$ cat config.mk
export PLATFORM = sky130hd
export DESIGN_NAME = ufsm_fault_fsm
export DESIGN_NICKNAME = d
export VERILOG_FILES = /design/src/ufsm_fault_fsm.v /design/src/ufsm_oam_decode.v
export VERILOG_INCLUDE_DIRS = /design/src
export SDC_FILE = /design/constraint.sdc
export NUM_CORES = 1
export LEC_CHECK = 0
export BUFFER_PORTS_ARGS = -buffer_cell sky130_fd_sc_hd__buf_4
export CAP_MARGIN = 5
export CORE_ASPECT_RATIO = 2
export CORE_UTILIZATION = 40
export DETAILED_ROUTE_END_ITERATION = 16
export SYNTH_ARGS = -nofsm -noshare
export SYNTH_HDL_FRONTEND = slang
export SYNTH_HIERARCHICAL = 1
export SYNTH_SLANG_ARGS = --single-unit
$ cat constraint.sdc
create_clock -name mclk -period 1.92 [get_ports mclk]
set_clock_uncertainty 0.15 [all_clocks]
set_input_delay 0.192 -clock mclk [delete_from_list [all_inputs] [get_ports mclk]]
set_output_delay 0.192 -clock mclk [all_outputs]
set_load 0.01 [all_outputs]
$ cat src/ufsm_map.vh
// Purpose: Constants for the user-side layer 1 fault state machine
// Assumes: Plain Verilog-2005 include
// Notes:   States, transmit selections, cell field positions
`ifndef UFSM_MAP_VH
`define UFSM_MAP_VH

`define UFSM_F0            3'h0
`define UFSM_F1            3'h1
`define UFSM_F2            3'h2
`define UFSM_F3            3'h3
`define UFSM_F4            3'h4
`define UFSM_F5            3'h5
`define UFSM_F6            3'h6
`define UFSM_F7            3'h7
`define UFSM_RESET_STATE   3'h0

`define UFSM_TX_NONE       2'h0
`define UFSM_TX_NORMAL     2'h1
`define UFSM_TX_SP_RDI     2'h2
`define UFSM_TX_P_RDI      2'h3

`define UFSM_N_POWER       3'h0
`define UFSM_N_FC1         3'h1
`define UFSM_N_FC2         3'h2
`define UFSM_N_FC3         3'h3
`define UFSM_N_FC4         3'h4

`define UFSM_RDI_OCTET     5'h1e
`define UFSM_RDI_BIT       3'h1
`define UFSM_AIS_OCTET     5'h02
`define UFSM_AIS_VALUE     8'hff

`endif

$ cat src/ufsm_fault_fsm.v
// Purpose: User-side layer 1 state machine F0..F7 with indications
// Assumes: Event inputs are pins, synchronised here; octet strobes are on mclk
// Notes:   Indications are one-cycle pulses; n rides with the error/correction pulse
//
// Behaviour
// RL1 - F0,F7 silent; F1,F2,F5 normal cells; F3 S-RDI+P-RDI; F4,F6 P-RDI only.
// RL2 - Power return in F0 enters F7 with no indication.
// RL3 - Power loss in F1..F7 goes F0 with EI0; from F1 also PH deactivate.
// RL4 - Normal cells in F2..F7 return to F1 with PH and MPH activate.
// RL5 - From F1 each fault issues PH deactivate and its error indications.
// RL6 - Fault states and F7 move without PH deactivate per the table.
// RL7 - Combined alarm enters F6; EI3/EI4 depend on the source state.
// RL8 - F3 ignores P-RDI, P-AIS, S-RDI and combined indications.
// RL9 - F4 ignores a further P-RDI and stays.
// RL10 - Error and correction indications carry n from 0 to 4.
// RL11 - MPH activate marks entry into the operational state.
// RL12 - PH deactivate when leaving operational state on fault or power loss.
// RL13 - Faults classed by location: FC1..FC4 map to n 1..4.
// RL14 - Remote defect is bit 1 of payload octet 30.
// RL15 - Path alarm is payload octet 2 all ones.
// RL16 - Same-cycle priority: power, LOS/LCD, combined, then single indications.
// RL17 - Reset starts in F0, quiet; power return enters F7.
`include "ufsm_map.vh"
`timescale 1ns/1ps
`default_nettype none

module ufsm_fault_fsm
(
  input  wire       mclk,
  input  wire       reset,
  input  wire       power_lost,
  input  wire       power_back,
  input  wire       los_in,
  input  wire       lcd_in,
  input  wire       normal_cells,
  input  wire       oct_valid,
  input  wire [4:0] oct_index,
  input  wire [7:0] oct_data,
  input  wire       oct_sec_cell,
  input  wire       oct_path_cell,
  output reg  [2:0] state_q,
  output reg  [1:0] tx_sel_q,
  output reg        ph_ai_q,
  output reg        ph_di_q,
  output reg        mph_ai_q,
  output reg        mph_ei_q,
  output reg  [4:0] mph_ei_n_q,
  output reg        mph_ci_q,
  output reg  [4:0] mph_ci_n_q
);

  ////////////////////////////////////////////////////////////////////////////
  // Pin synchronisers, two stages each
  reg  [4:0] sync1_q;
  reg  [4:0] sync2_q;
  wire       s_rdi;
  wire       p_rdi;
  wire       p_ais;

  always @(posedge mclk)
  begin
    if (reset)
    begin
      sync1_q <= 5'h0;
      sync2_q <= 5'h0;
    end
    else
    begin
      sync1_q <= {power_lost, power_back, los_in, lcd_in, normal_cells};
      sync2_q <= sync1_q;
    end
  end

  wire pwr_loss = sync2_q[4];
  wire pwr_back = sync2_q[3];
  wire sig_lost = sync2_q[2] | sync2_q[1];
  wire norm_rx  = sync2_q[0];

  ufsm_oam_decode ufsm_oam_decode_i
  (
    .mclk          (mclk),
    .reset         (reset),
    .oct_valid     (oct_valid),
    .oct_index     (oct_index),
    .oct_data      (oct_data),
    .oct_sec_cell  (oct_sec_cell),
    .oct_path_cell (oct_path_cell),
    .s_rdi_seen_q  (s_rdi),
    .p_rdi_seen_q  (p_rdi),
    .p_ais_seen_q  (p_ais)
  );

  ////////////////////////////////////////////////////////////////////////////
  // Transmit selection per state
  function [1:0] tx_of;
    input [2:0] st;
    begin
      case (st)
        `UFSM_F1, `UFSM_F2, `UFSM_F5: tx_of = `UFSM_TX_NORMAL;   // RL1
        `UFSM_F3:                     tx_of = `UFSM_TX_SP_RDI;   // RL1
        `UFSM_F4, `UFSM_F6:           tx_of = `UFSM_TX_P_RDI;    // RL1
        default:                      tx_of = `UFSM_TX_NONE;     // RL1
      endcase
    end
  endfunction

  // One-hot n mask; bit k set means n=k reported
  function [4:0] nbit;
    input [2:0] n;
    begin
      nbit = 5'h01 << n;
    end
  endfunction

  ////////////////////////////////////////////////////////////////////////////
  // Next state and indications
  reg [2:0] state_d;
  reg       ph_ai_d;
  reg       ph_di_d;
  reg       mph_ai_d;
  reg [4:0] ei_d;
  reg [4:0] ci_d;
  wire      combo = p_ais & s_rdi & p_rdi;
  wire      sp    = p_rdi & s_rdi;
  wire      in_f1 = state_q == `UFSM_F1;

  always @*
  begin
    state_d  = state_q;
    ph_ai_d  = 1'b0;
    ph_di_d  = 1'b0;
    mph_ai_d = 1'b0;
    ei_d     = 5'h00;
    ci_d     = 5'h00;
    if (state_q == `UFSM_F0)
    begin
      if (pwr_back)
        state_d = `UFSM_F7;                                      // RL2 RL17
    end
    else if (pwr_loss)                                           // RL16
    begin
      state_d = `UFSM_F0;                                        // RL3
      ei_d    = nbit(`UFSM_N_POWER);                             // RL3 RL10
      ph_di_d = in_f1;                                           // RL3 RL12
    end
    else if (sig_lost)                                           // RL16
    begin
      if (state_q != `UFSM_F3)
      begin
        state_d = `UFSM_F3;                                      // RL6
        ei_d    = nbit(`UFSM_N_FC2);                             // RL13
        ph_di_d = in_f1;                                         // RL5 RL12
      end
    end
    else if (state_q == `UFSM_F3)
    begin
      if (norm_rx)                                               // RL8
      begin
        state_d  = `UFSM_F1;                                     // RL4
        ph_ai_d  = 1'b1;
        mph_ai_d = 1'b1;                                         // RL11
        ci_d     = nbit(`UFSM_N_FC2);                            // RL10
      end
    end
    else if (combo)                                              // RL16
    begin
      if (state_q != `UFSM_F6)                                   // RL7
      begin
        state_d = `UFSM_F6;                                      // RL7
        ph_di_d = in_f1;                                         // RL5
        if (state_q != `UFSM_F4)
          ei_d = ei_d | nbit(`UFSM_N_FC3);                       // RL7
        if (state_q != `UFSM_F5)
          ei_d = ei_d | nbit(`UFSM_N_FC4);                       // RL7
      end
    end
    else if (p_ais)
    begin
      if (state_q == `UFSM_F1 || state_q == `UFSM_F2 || state_q == `UFSM_F5 || state_q == `UFSM_F7)
      begin
        state_d = `UFSM_F4;                                      // RL6
        ei_d    = nbit(`UFSM_N_FC3);
        ph_di_d = in_f1;                                         // RL5
      end
    end
    else if (sp)
    begin
      if (state_q == `UFSM_F1 || state_q == `UFSM_F2 || state_q == `UFSM_F4 || state_q == `UFSM_F7)
      begin
        state_d = `UFSM_F5;                                      // RL6
        ei_d    = nbit(`UFSM_N_FC4);
        ph_di_d = in_f1;                                         // RL5
      end
    end
    else if (p_rdi)                                              // RL9
    begin
      if (state_q == `UFSM_F1 || state_q == `UFSM_F7)
      begin
        state_d = `UFSM_F2;                                      // RL5 RL6
        ei_d    = nbit(`UFSM_N_FC1);
        ph_di_d = in_f1;                                         // RL12
      end
    end
    else if (norm_rx && !in_f1)
    begin
      state_d  = `UFSM_F1;                                       // RL4
      ph_ai_d  = 1'b1;
      mph_ai_d = 1'b1;                                           // RL11
      case (state_q)
        `UFSM_F2: ci_d = nbit(`UFSM_N_FC1);
        `UFSM_F4: ci_d = nbit(`UFSM_N_FC3);
        `UFSM_F5: ci_d = nbit(`UFSM_N_FC4);
        `UFSM_F6: ci_d = nbit(`UFSM_N_FC3) | nbit(`UFSM_N_FC4);
        default:  ci_d = 5'h00;
      endcase
    end
  end

  ////////////////////////////////////////////////////////////////////////////
  // Registered outputs; reset holds F0 and quiet
  always @(posedge mclk)
  begin
    if (reset)
    begin
      state_q    <= `UFSM_RESET_STATE;                           // RL17
      tx_sel_q   <= `UFSM_TX_NONE;
      ph_ai_q    <= 1'b0;
      ph_di_q    <= 1'b0;
      mph_ai_q   <= 1'b0;
      mph_ei_q   <= 1'b0;
      mph_ei_n_q <= 5'h00;
      mph_ci_q   <= 1'b0;
      mph_ci_n_q <= 5'h00;
    end
    else
    begin
      state_q    <= state_d;
      tx_sel_q   <= tx_of(state_d);                              // RL1
      ph_ai_q    <= ph_ai_d;
      ph_di_q    <= ph_di_d;
      mph_ai_q   <= mph_ai_d;
      mph_ei_q   <= |ei_d;
      mph_ei_n_q <= ei_d;                                        // RL10
      mph_ci_q   <= |ci_d;
      mph_ci_n_q <= ci_d;
    end
  end

endmodule // ufsm_fault_fsm

`default_nettype wire

$ cat src/ufsm_oam_decode.v
// Purpose: Decode remote defect and alarm bits from maintenance cell octets
// Assumes: Octet strobes come from logic on mclk
// Notes:   Levels held per indication; each update pulses every level that is set
`include "ufsm_map.vh"
`timescale 1ns/1ps
`default_nettype none

module ufsm_oam_decode
(
  input  wire       mclk,
  input  wire       reset,
  input  wire       oct_valid,
  input  wire [4:0] oct_index,
  input  wire [7:0] oct_data,
  input  wire       oct_sec_cell,
  input  wire       oct_path_cell,
  output reg        s_rdi_seen_q,
  output reg        p_rdi_seen_q,
  output reg        p_ais_seen_q
);

  // Levels persist so indications from separate cells can combine in one event
  wire rdi_bit;
  wire sec_rdi_oct;
  wire path_rdi_oct;
  wire path_ais_oct;
  wire any_oct;
  wire s_rdi_d;
  wire p_rdi_d;
  wire p_ais_d;
  reg  s_rdi_lvl_q;
  reg  p_rdi_lvl_q;
  reg  p_ais_lvl_q;

  assign rdi_bit      = oct_data[`UFSM_RDI_BIT];
  assign sec_rdi_oct  = oct_valid && oct_sec_cell && oct_index == `UFSM_RDI_OCTET;      // RL14
  assign path_rdi_oct = oct_valid && oct_path_cell && oct_index == `UFSM_RDI_OCTET;     // RL14
  assign path_ais_oct = oct_valid && oct_path_cell && oct_index == `UFSM_AIS_OCTET;     // RL15
  assign any_oct      = sec_rdi_oct | path_rdi_oct | path_ais_oct;
  assign s_rdi_d      = sec_rdi_oct ? rdi_bit : s_rdi_lvl_q;
  assign p_rdi_d      = path_rdi_oct ? rdi_bit : p_rdi_lvl_q;
  assign p_ais_d      = path_ais_oct ? oct_data == `UFSM_AIS_VALUE : p_ais_lvl_q;       // RL15

  always @(posedge mclk)
  begin
    if (reset)
    begin
      s_rdi_lvl_q  <= 1'b0;
      p_rdi_lvl_q  <= 1'b0;
      p_ais_lvl_q  <= 1'b0;
      s_rdi_seen_q <= 1'b0;
      p_rdi_seen_q <= 1'b0;
      p_ais_seen_q <= 1'b0;
    end
    else
    begin
      s_rdi_lvl_q  <= s_rdi_d;
      p_rdi_lvl_q  <= p_rdi_d;
      p_ais_lvl_q  <= p_ais_d;
      // Each update reports the full set; no update, no event
      s_rdi_seen_q <= any_oct & s_rdi_d;
      p_rdi_seen_q <= any_oct & p_rdi_d;
      p_ais_seen_q <= any_oct & p_ais_d;
    end
  end

endmodule // ufsm_oam_decode

`default_nettype wire
==> impl_metrics.tcl, run 1 <==
set metrics [dict create \
    drt_iter0_markers 15 \
    post_drt_wl_per_cell_um 13.7 \
    cp_max_fo 8 \
    post-place-ws_ps 109 \
    grt_pass1_vias 1289 \
    cts_setup_buffers 0 \
    synth_cells 151 \
    cp-end-kind "flop" \
    ys_warn_count 6 \
    tritoncts "yes" \
    setup_viol 0 \
    core_area_um2 3420 \
    portBuffers 41 \
    layout_min_cycle_time_ps 1770 \
    clk_latency_ps 290 \
    grt_pass1_wl_mm 5.60 \
    final_max_slew_viol_count 0 \
    criticalPathCategory "reg -> reg" \
    drt-total-wl_mm 3.39 \
    rsz0062_at_grt "false" \
    area_growth_pct 32.7 \
    hp-start "oct_data[1]" \
    leakage_uw 0.000789 \
    ant_nets 0 \
    powerDensity_nw_per_um2 728 \
    hp-class "in -> reg" \
    hold_end "ufsm_oam_decode_i/s_rdi_seen_q" \
    grt_usage 0.205 \
    final_common_cell "buf_4" \
    synthArstFlopShare 0 \
    fp.dieW_um 44.6 \
    drive_gt1_frac 0.327 \
    grt_overflow_total 0 \
    period_share 0.922 \
    cp_data_required_time_ps 1950 \
    die_area_um2 3880 \
    start_kind "flop" \
    h-tree-depth 2 \
    initial_core_util 0.425 \
    via_count 1301 \
    rows 30 \
    hold_depth 3 \
    status "complete, no violations" \
    synth_edf_count 0 \
    synthMuxAreaShare 0.00690 \
    ys_seq_elements 34 \
    viasPerCell 5.27 \
    gp_congestion 0.836 \
    dr.pass1.iters 4 \
    grt_max_degree 25 \
    cap_violations 0 \
    cts_sinks 34 \
    num_io_pins 43 \
    hpwl_mm 2.64 \
    fin_ws_ps 151 \
    antenna_found_initial 0 \
    cts_made_buffers 5 \
    synth_cell_types 48 \
    hold_violations 0 \
    r2r_slack_ps 150 \
    clock-root-buffer "clkbuf_8" \
    synth_top_family_by_area "simple AND/OR/NAND/NOR gates" \
    r2r_end "tx_sel_q[1]" \
    crit_arrival_ps 1800 \
    clockBufferDepth 2 \
    syn_area_um2 1450 \
    drc_errors 0 \
    rr_worst_depth 5 \
    die_h_um 87.2 \
    yosys.area_share.simple 0.274 \
    final_nets 222 \
    ys_seq_area_frac 0.469 \
    synth_top_flop_cell "dfxtp_1" \
    syn_nets 174 \
    final_cell_mix "45 x buf_4, 32 x dfxtp_1, 14 x nor2b_1" \
    fmax_mhz 565 \
    synthXorXnorAreaFrac 0.0242 \
    finalSetupTns_ps 0 \
    avgSynthCellArea_um2 9.60 \
    synth_compound_area_frac 0.167 \
    synth_fa_ha_area_frac 0 \
    worstReg2RegStart "ufsm_oam_decode_i/p_rdi_seen_q" \
    clkTransAtPathRegs_ps 60 \
    ir_drop_uv 431 \
    num_antenna_cells 0 \
]
-- cell families (layout without fill, tap and decap cells) --
kind of cell | Yosys count | count (layout)
muxes | 1 | 1
DFF | 34 | 34
AOI/OAI and AO/OA | 33 | 33
and+or+nand+nor | 66 | 66
buffers and inverters | 12 | 60
other | 1 | 1
xor gates and xnor gates | 4 | 4
-- cells in the mapped netlist (2+ instances only) --
library cell  count  share of area
dfxtp_1          34           0.47
nor2b_1          14          0.060
nor2_1           11          0.028
a21oi_1          10          0.035
nand2_1          10          0.026
nand4_1           5          0.022
o21ai_0           4          0.014
buf_2             3          0.010
buf_4             3          0.016
buf_6             3          0.023
nand2b_1          3          0.013
nand3_1           3          0.010
nor3b_1           3          0.016
nor4_1            3          0.013
xnor2_1           3          0.018
a21o_1            2          0.010
a31o_1            2          0.012
inv_1             2         0.0052
nand3b_1          2          0.010
nand4b_1          2          0.012
nor3_2            2          0.014
-- worst max-delay path, cell delays in order (launching register included) --
cell and delay (ps):
dfxtp_1 490, nor2b_1 280, a311oi_1 140, o311ai_2 320, a211oi_1 90, a31o_1 190
-- sequential cells by signal (all words and copies together) (netlist names), 2 cells and up --
register / cells
mph_ei_n_q: 5
sync1_q: 5
sync2_q: 5
mph_ci_n_q: 4
state_q: 3
tx_sel_q: 2
-- how the worst max path moves through the flow --
stage                                         startpoint  cells after the start          end
after global placement                        state_q[1]                      6  tx_sel_q[1]
after floorplan                               state_q[0]                      5     mph_ei_q
after detailed placement                      state_q[1]                      6  tx_sel_q[1]
after CTS                                     state_q[1]                      6  tx_sel_q[1]
final                     ufsm_oam_decode_i/p_rdi_seen_q                      5  tx_sel_q[1]
after global routing      ufsm_oam_decode_i/p_rdi_seen_q                      5  tx_sel_q[1]
-- area by class of cell --
class,instances,area [µm²]
fill,323,1490
multi-input combinational,105,687
sequential,34,683
timing repair buffer,51,408
clock buffer,5,68.8
tap,48,60.1
clock inverter,2,10.0
inverter,2,7.51
-- per-stage QoR --
step	utilization	instance area [µm²]	power, µW	hold WS (ps)	std cells
after global placement	0.525	1790	916	251	235
after floorplan	-	1450	845	111	151
after CTS	0.563	1920	1420	22.3	247
after detailed placement	0.525	1790	921	262	235
final	0.563	1920	1400	28.4	247
after global routing	0.563	1920	1470	60.9	247
-- repair_timing --
action                                  4_1_cts  5_1_grt
resized for setup                             0        2
hold endpoints to repair                      5        0
hold buffers                                  5        0
endpoints found under the setup margin        0        2
-- routing by layer --
layer  part of all wire  vias to the layer above  track usage
met2               0.56                       52        0.381
met3              0.045                       17       0.0394
met5                  0                        -            0
met4              0.073                        0        0.187
li1                   -                      638            -
met1               0.32                      594        0.165
-- where the power goes --
part	internal [µW]	leakage [µW]	total, µW	switching [µW]
combinational	91.2	0.000468	178	86.5
sequential	723	0.000277	737	13.7
clock	243	0.0000438	487	244
total	1060	0.000789	1400	345
Note: power is estimated with default switching activity, not from simulation.
==> run 2: changes to the inputs <==
--- a/config.mk
+++ b/config.mk
@@ -11,6 +11,8 @@
 export CORE_ASPECT_RATIO = 2
 export CORE_UTILIZATION = 40
 export DETAILED_ROUTE_END_ITERATION = 16
+export PLACE_DENSITY = 0.67
+export SLEW_MARGIN = 5
 export SYNTH_ARGS = -nofsm -noshare
 export SYNTH_HDL_FRONTEND = slang
 export SYNTH_HIERARCHICAL = 1
==> run 2 against run 1 <==
  * Critical path depth unchanged
  * Clock power up 8.4%
  * Register-to-register slack worse by 50 ps
  * First-iteration DRC count up 110%
==> impl_metrics.tcl, run 2 (same netlist as run 1, synthesis figures left out) <==
set metrics [dict create \
    status "complete, no violations" \
    drive_gt1_frac 0.343 \
    fp.dieW_um 44.6 \
    fin_util 0.571 \
    period_share 0.948 \
    die_area_um2 3880 \
    ant_nets 0 \
    grt_overflow_total 0 \
    cp-end-kind "flop" \
    power_frac_clock 0.366 \
    clkTransAtPathRegs_ps 70 \
    hp-class "in -> reg" \
    h-tree-depth 2 \
    rsz0062_at_grt "false" \
    cp_max_fo 6 \
    power_switching_uw 342 \
    leakage_uw 0.000801 \
    final_nets 223 \
    drc_errors 0 \
    final_cell_mix "47 x buf_4, 31 x dfxtp_1, 14 x nor2b_1" \
    portBuffers 41 \
    p_seq_frac 0.514 \
    drt-total-wl_mm 3.52 \
    grt_max_degree 25 \
    hpwl_mm 2.63 \
    via_count 1328 \
    cp_common_cell "a31o_1" \
    crit_chain "nor2b_1, a31o_1, a211oi_2, nor3_2, a31o_1" \
    start_kind "flop" \
    switching_share 0.237 \
    viasPerCell 5.33 \
    final_max_slew_viol_count 0 \
    setup_viol 0 \
    grt_usage 0.192 \
    hold_violations 0 \
    criticalPathCategory "reg -> reg" \
    die_h_um 87.2 \
    clk_latency_ps 280 \
    cp_data_required_time_ps 1950 \
    rows 30 \
    layout_min_cycle_time_ps 1820 \
    cts_made_buffers 5 \
    area_growth_pct 34.5 \
    max_stage_delay_ps 490 \
    pwr-share-comb 0.120 \
    regArea_um2 684 \
    tritoncts "yes" \
    ir_drop_uv 523 \
    grt_pass1_vias 1225 \
    cap_violations 0 \
    cts_sinks 34 \
    initial_core_util 0.425 \
    clock-root-buffer "clkbuf_8" \
    finalSetupTns_ps 0 \
    clockBufferDepth 2 \
    drt_iter0_markers 32 \
    multi_input_area_um2 704 \
    top_regs "mph_ei_n_q (5), sync1_q (5), sync2_q (5)" \
    core_area_um2 3420 \
    fmax_mhz 549 \
    final_common_cell "buf_4" \
    gp_congestion 1.02 \
    antenna_found_initial 0 \
    powerDensity_nw_per_um2 740 \
    p_int_uw 1100 \
    num-fill-cells 304 \
    crit_arrival_ps 1850 \
    dr.pass1.iters 4 \
    num_io_pins 43 \
    post_drt_wl_per_cell_um 14.2 \
    crit_slowest_cell "dfxtp_1" \
    num_antenna_cells 0 \
    grt_pass1_wl_mm 5.34 \
]
==> run 2: area by class of cell <==
| cell class | count | area share |
|---|---|---|
| clock buffer | 7 | 0.0443 |
| clock inverter | 1 | 0.00257 |
| inverter | 2 | 0.00385 |
| multi-input combinational | 105 | 0.361 |
| sequential | 34 | 0.351 |
| tap | 48 | 0.0308 |
| timing repair buffer | 52 | 0.207 |
==> run 2: what timing repair did <==
action                     CTS  global route
hold endpoints to repair     5             0
setup endpoints to repair    0             5
gates resized for setup      0             6
setup buffers                0             0
hold buffers                 5             0
==> run 2: path summary, 6_finish.rpt <==
path,to,from,cells past startpoint,slack (ps)
worst max register to register,tx_sel_q[1],ufsm_oam_decode_i/s_rdi_seen_q,5,100
worst min-delay path,ufsm_oam_decode_i/s_rdi_seen_q,oct_data[1],3,50
worst max-delay path,tx_sel_q[1],ufsm_oam_decode_i/s_rdi_seen_q,5,100
worst min register to register,sync2_q[2],sync1_q[2],1,280
==> run 2: metrics by stage <==
stage               total power (µW)  hold slack [ps]  worst slack [ps]  cell area [µm²]  std cells
floorplan                        845              111               258             1450        151
global placement                 911              250               121             1790        236
detailed placement               916              258              77.4             1790        236
CTS                             1450             47.6              58.9             1930        249
global route                    1490             70.7              22.0             1950        249
finish                          1440             48.0              99.5             1950        249
==> run 2: layer usage <==
layer | vias to the layer above | track usage | wire length, µm
met2 | 72 | 0.356 | 1940
met5 | - | 0 | 0
li1 | 637 | - | -
met3 | 22 | 0.0477 | 203
met4 | 0 | 0.154 | 234
met1 | 597 | 0.156 | 1150
==> run 2: worst max-delay path, delay by kind of cell, from the launching register on <==
kind,cells,cell delay (ps)
AOI/OAI and AO/OA,3,840
DFF,1,490
and+or+nand+nor,2,240
==> run 2: power groups by stage <==
stage	sequential, µW	combinational [µW]	clock, µW
after floorplan	750	95.2	0
after global placement	755	156	0
after detailed placement	755	161	0
after CTS	739	170	539
after global routing	742	188	563
final	742	174	528
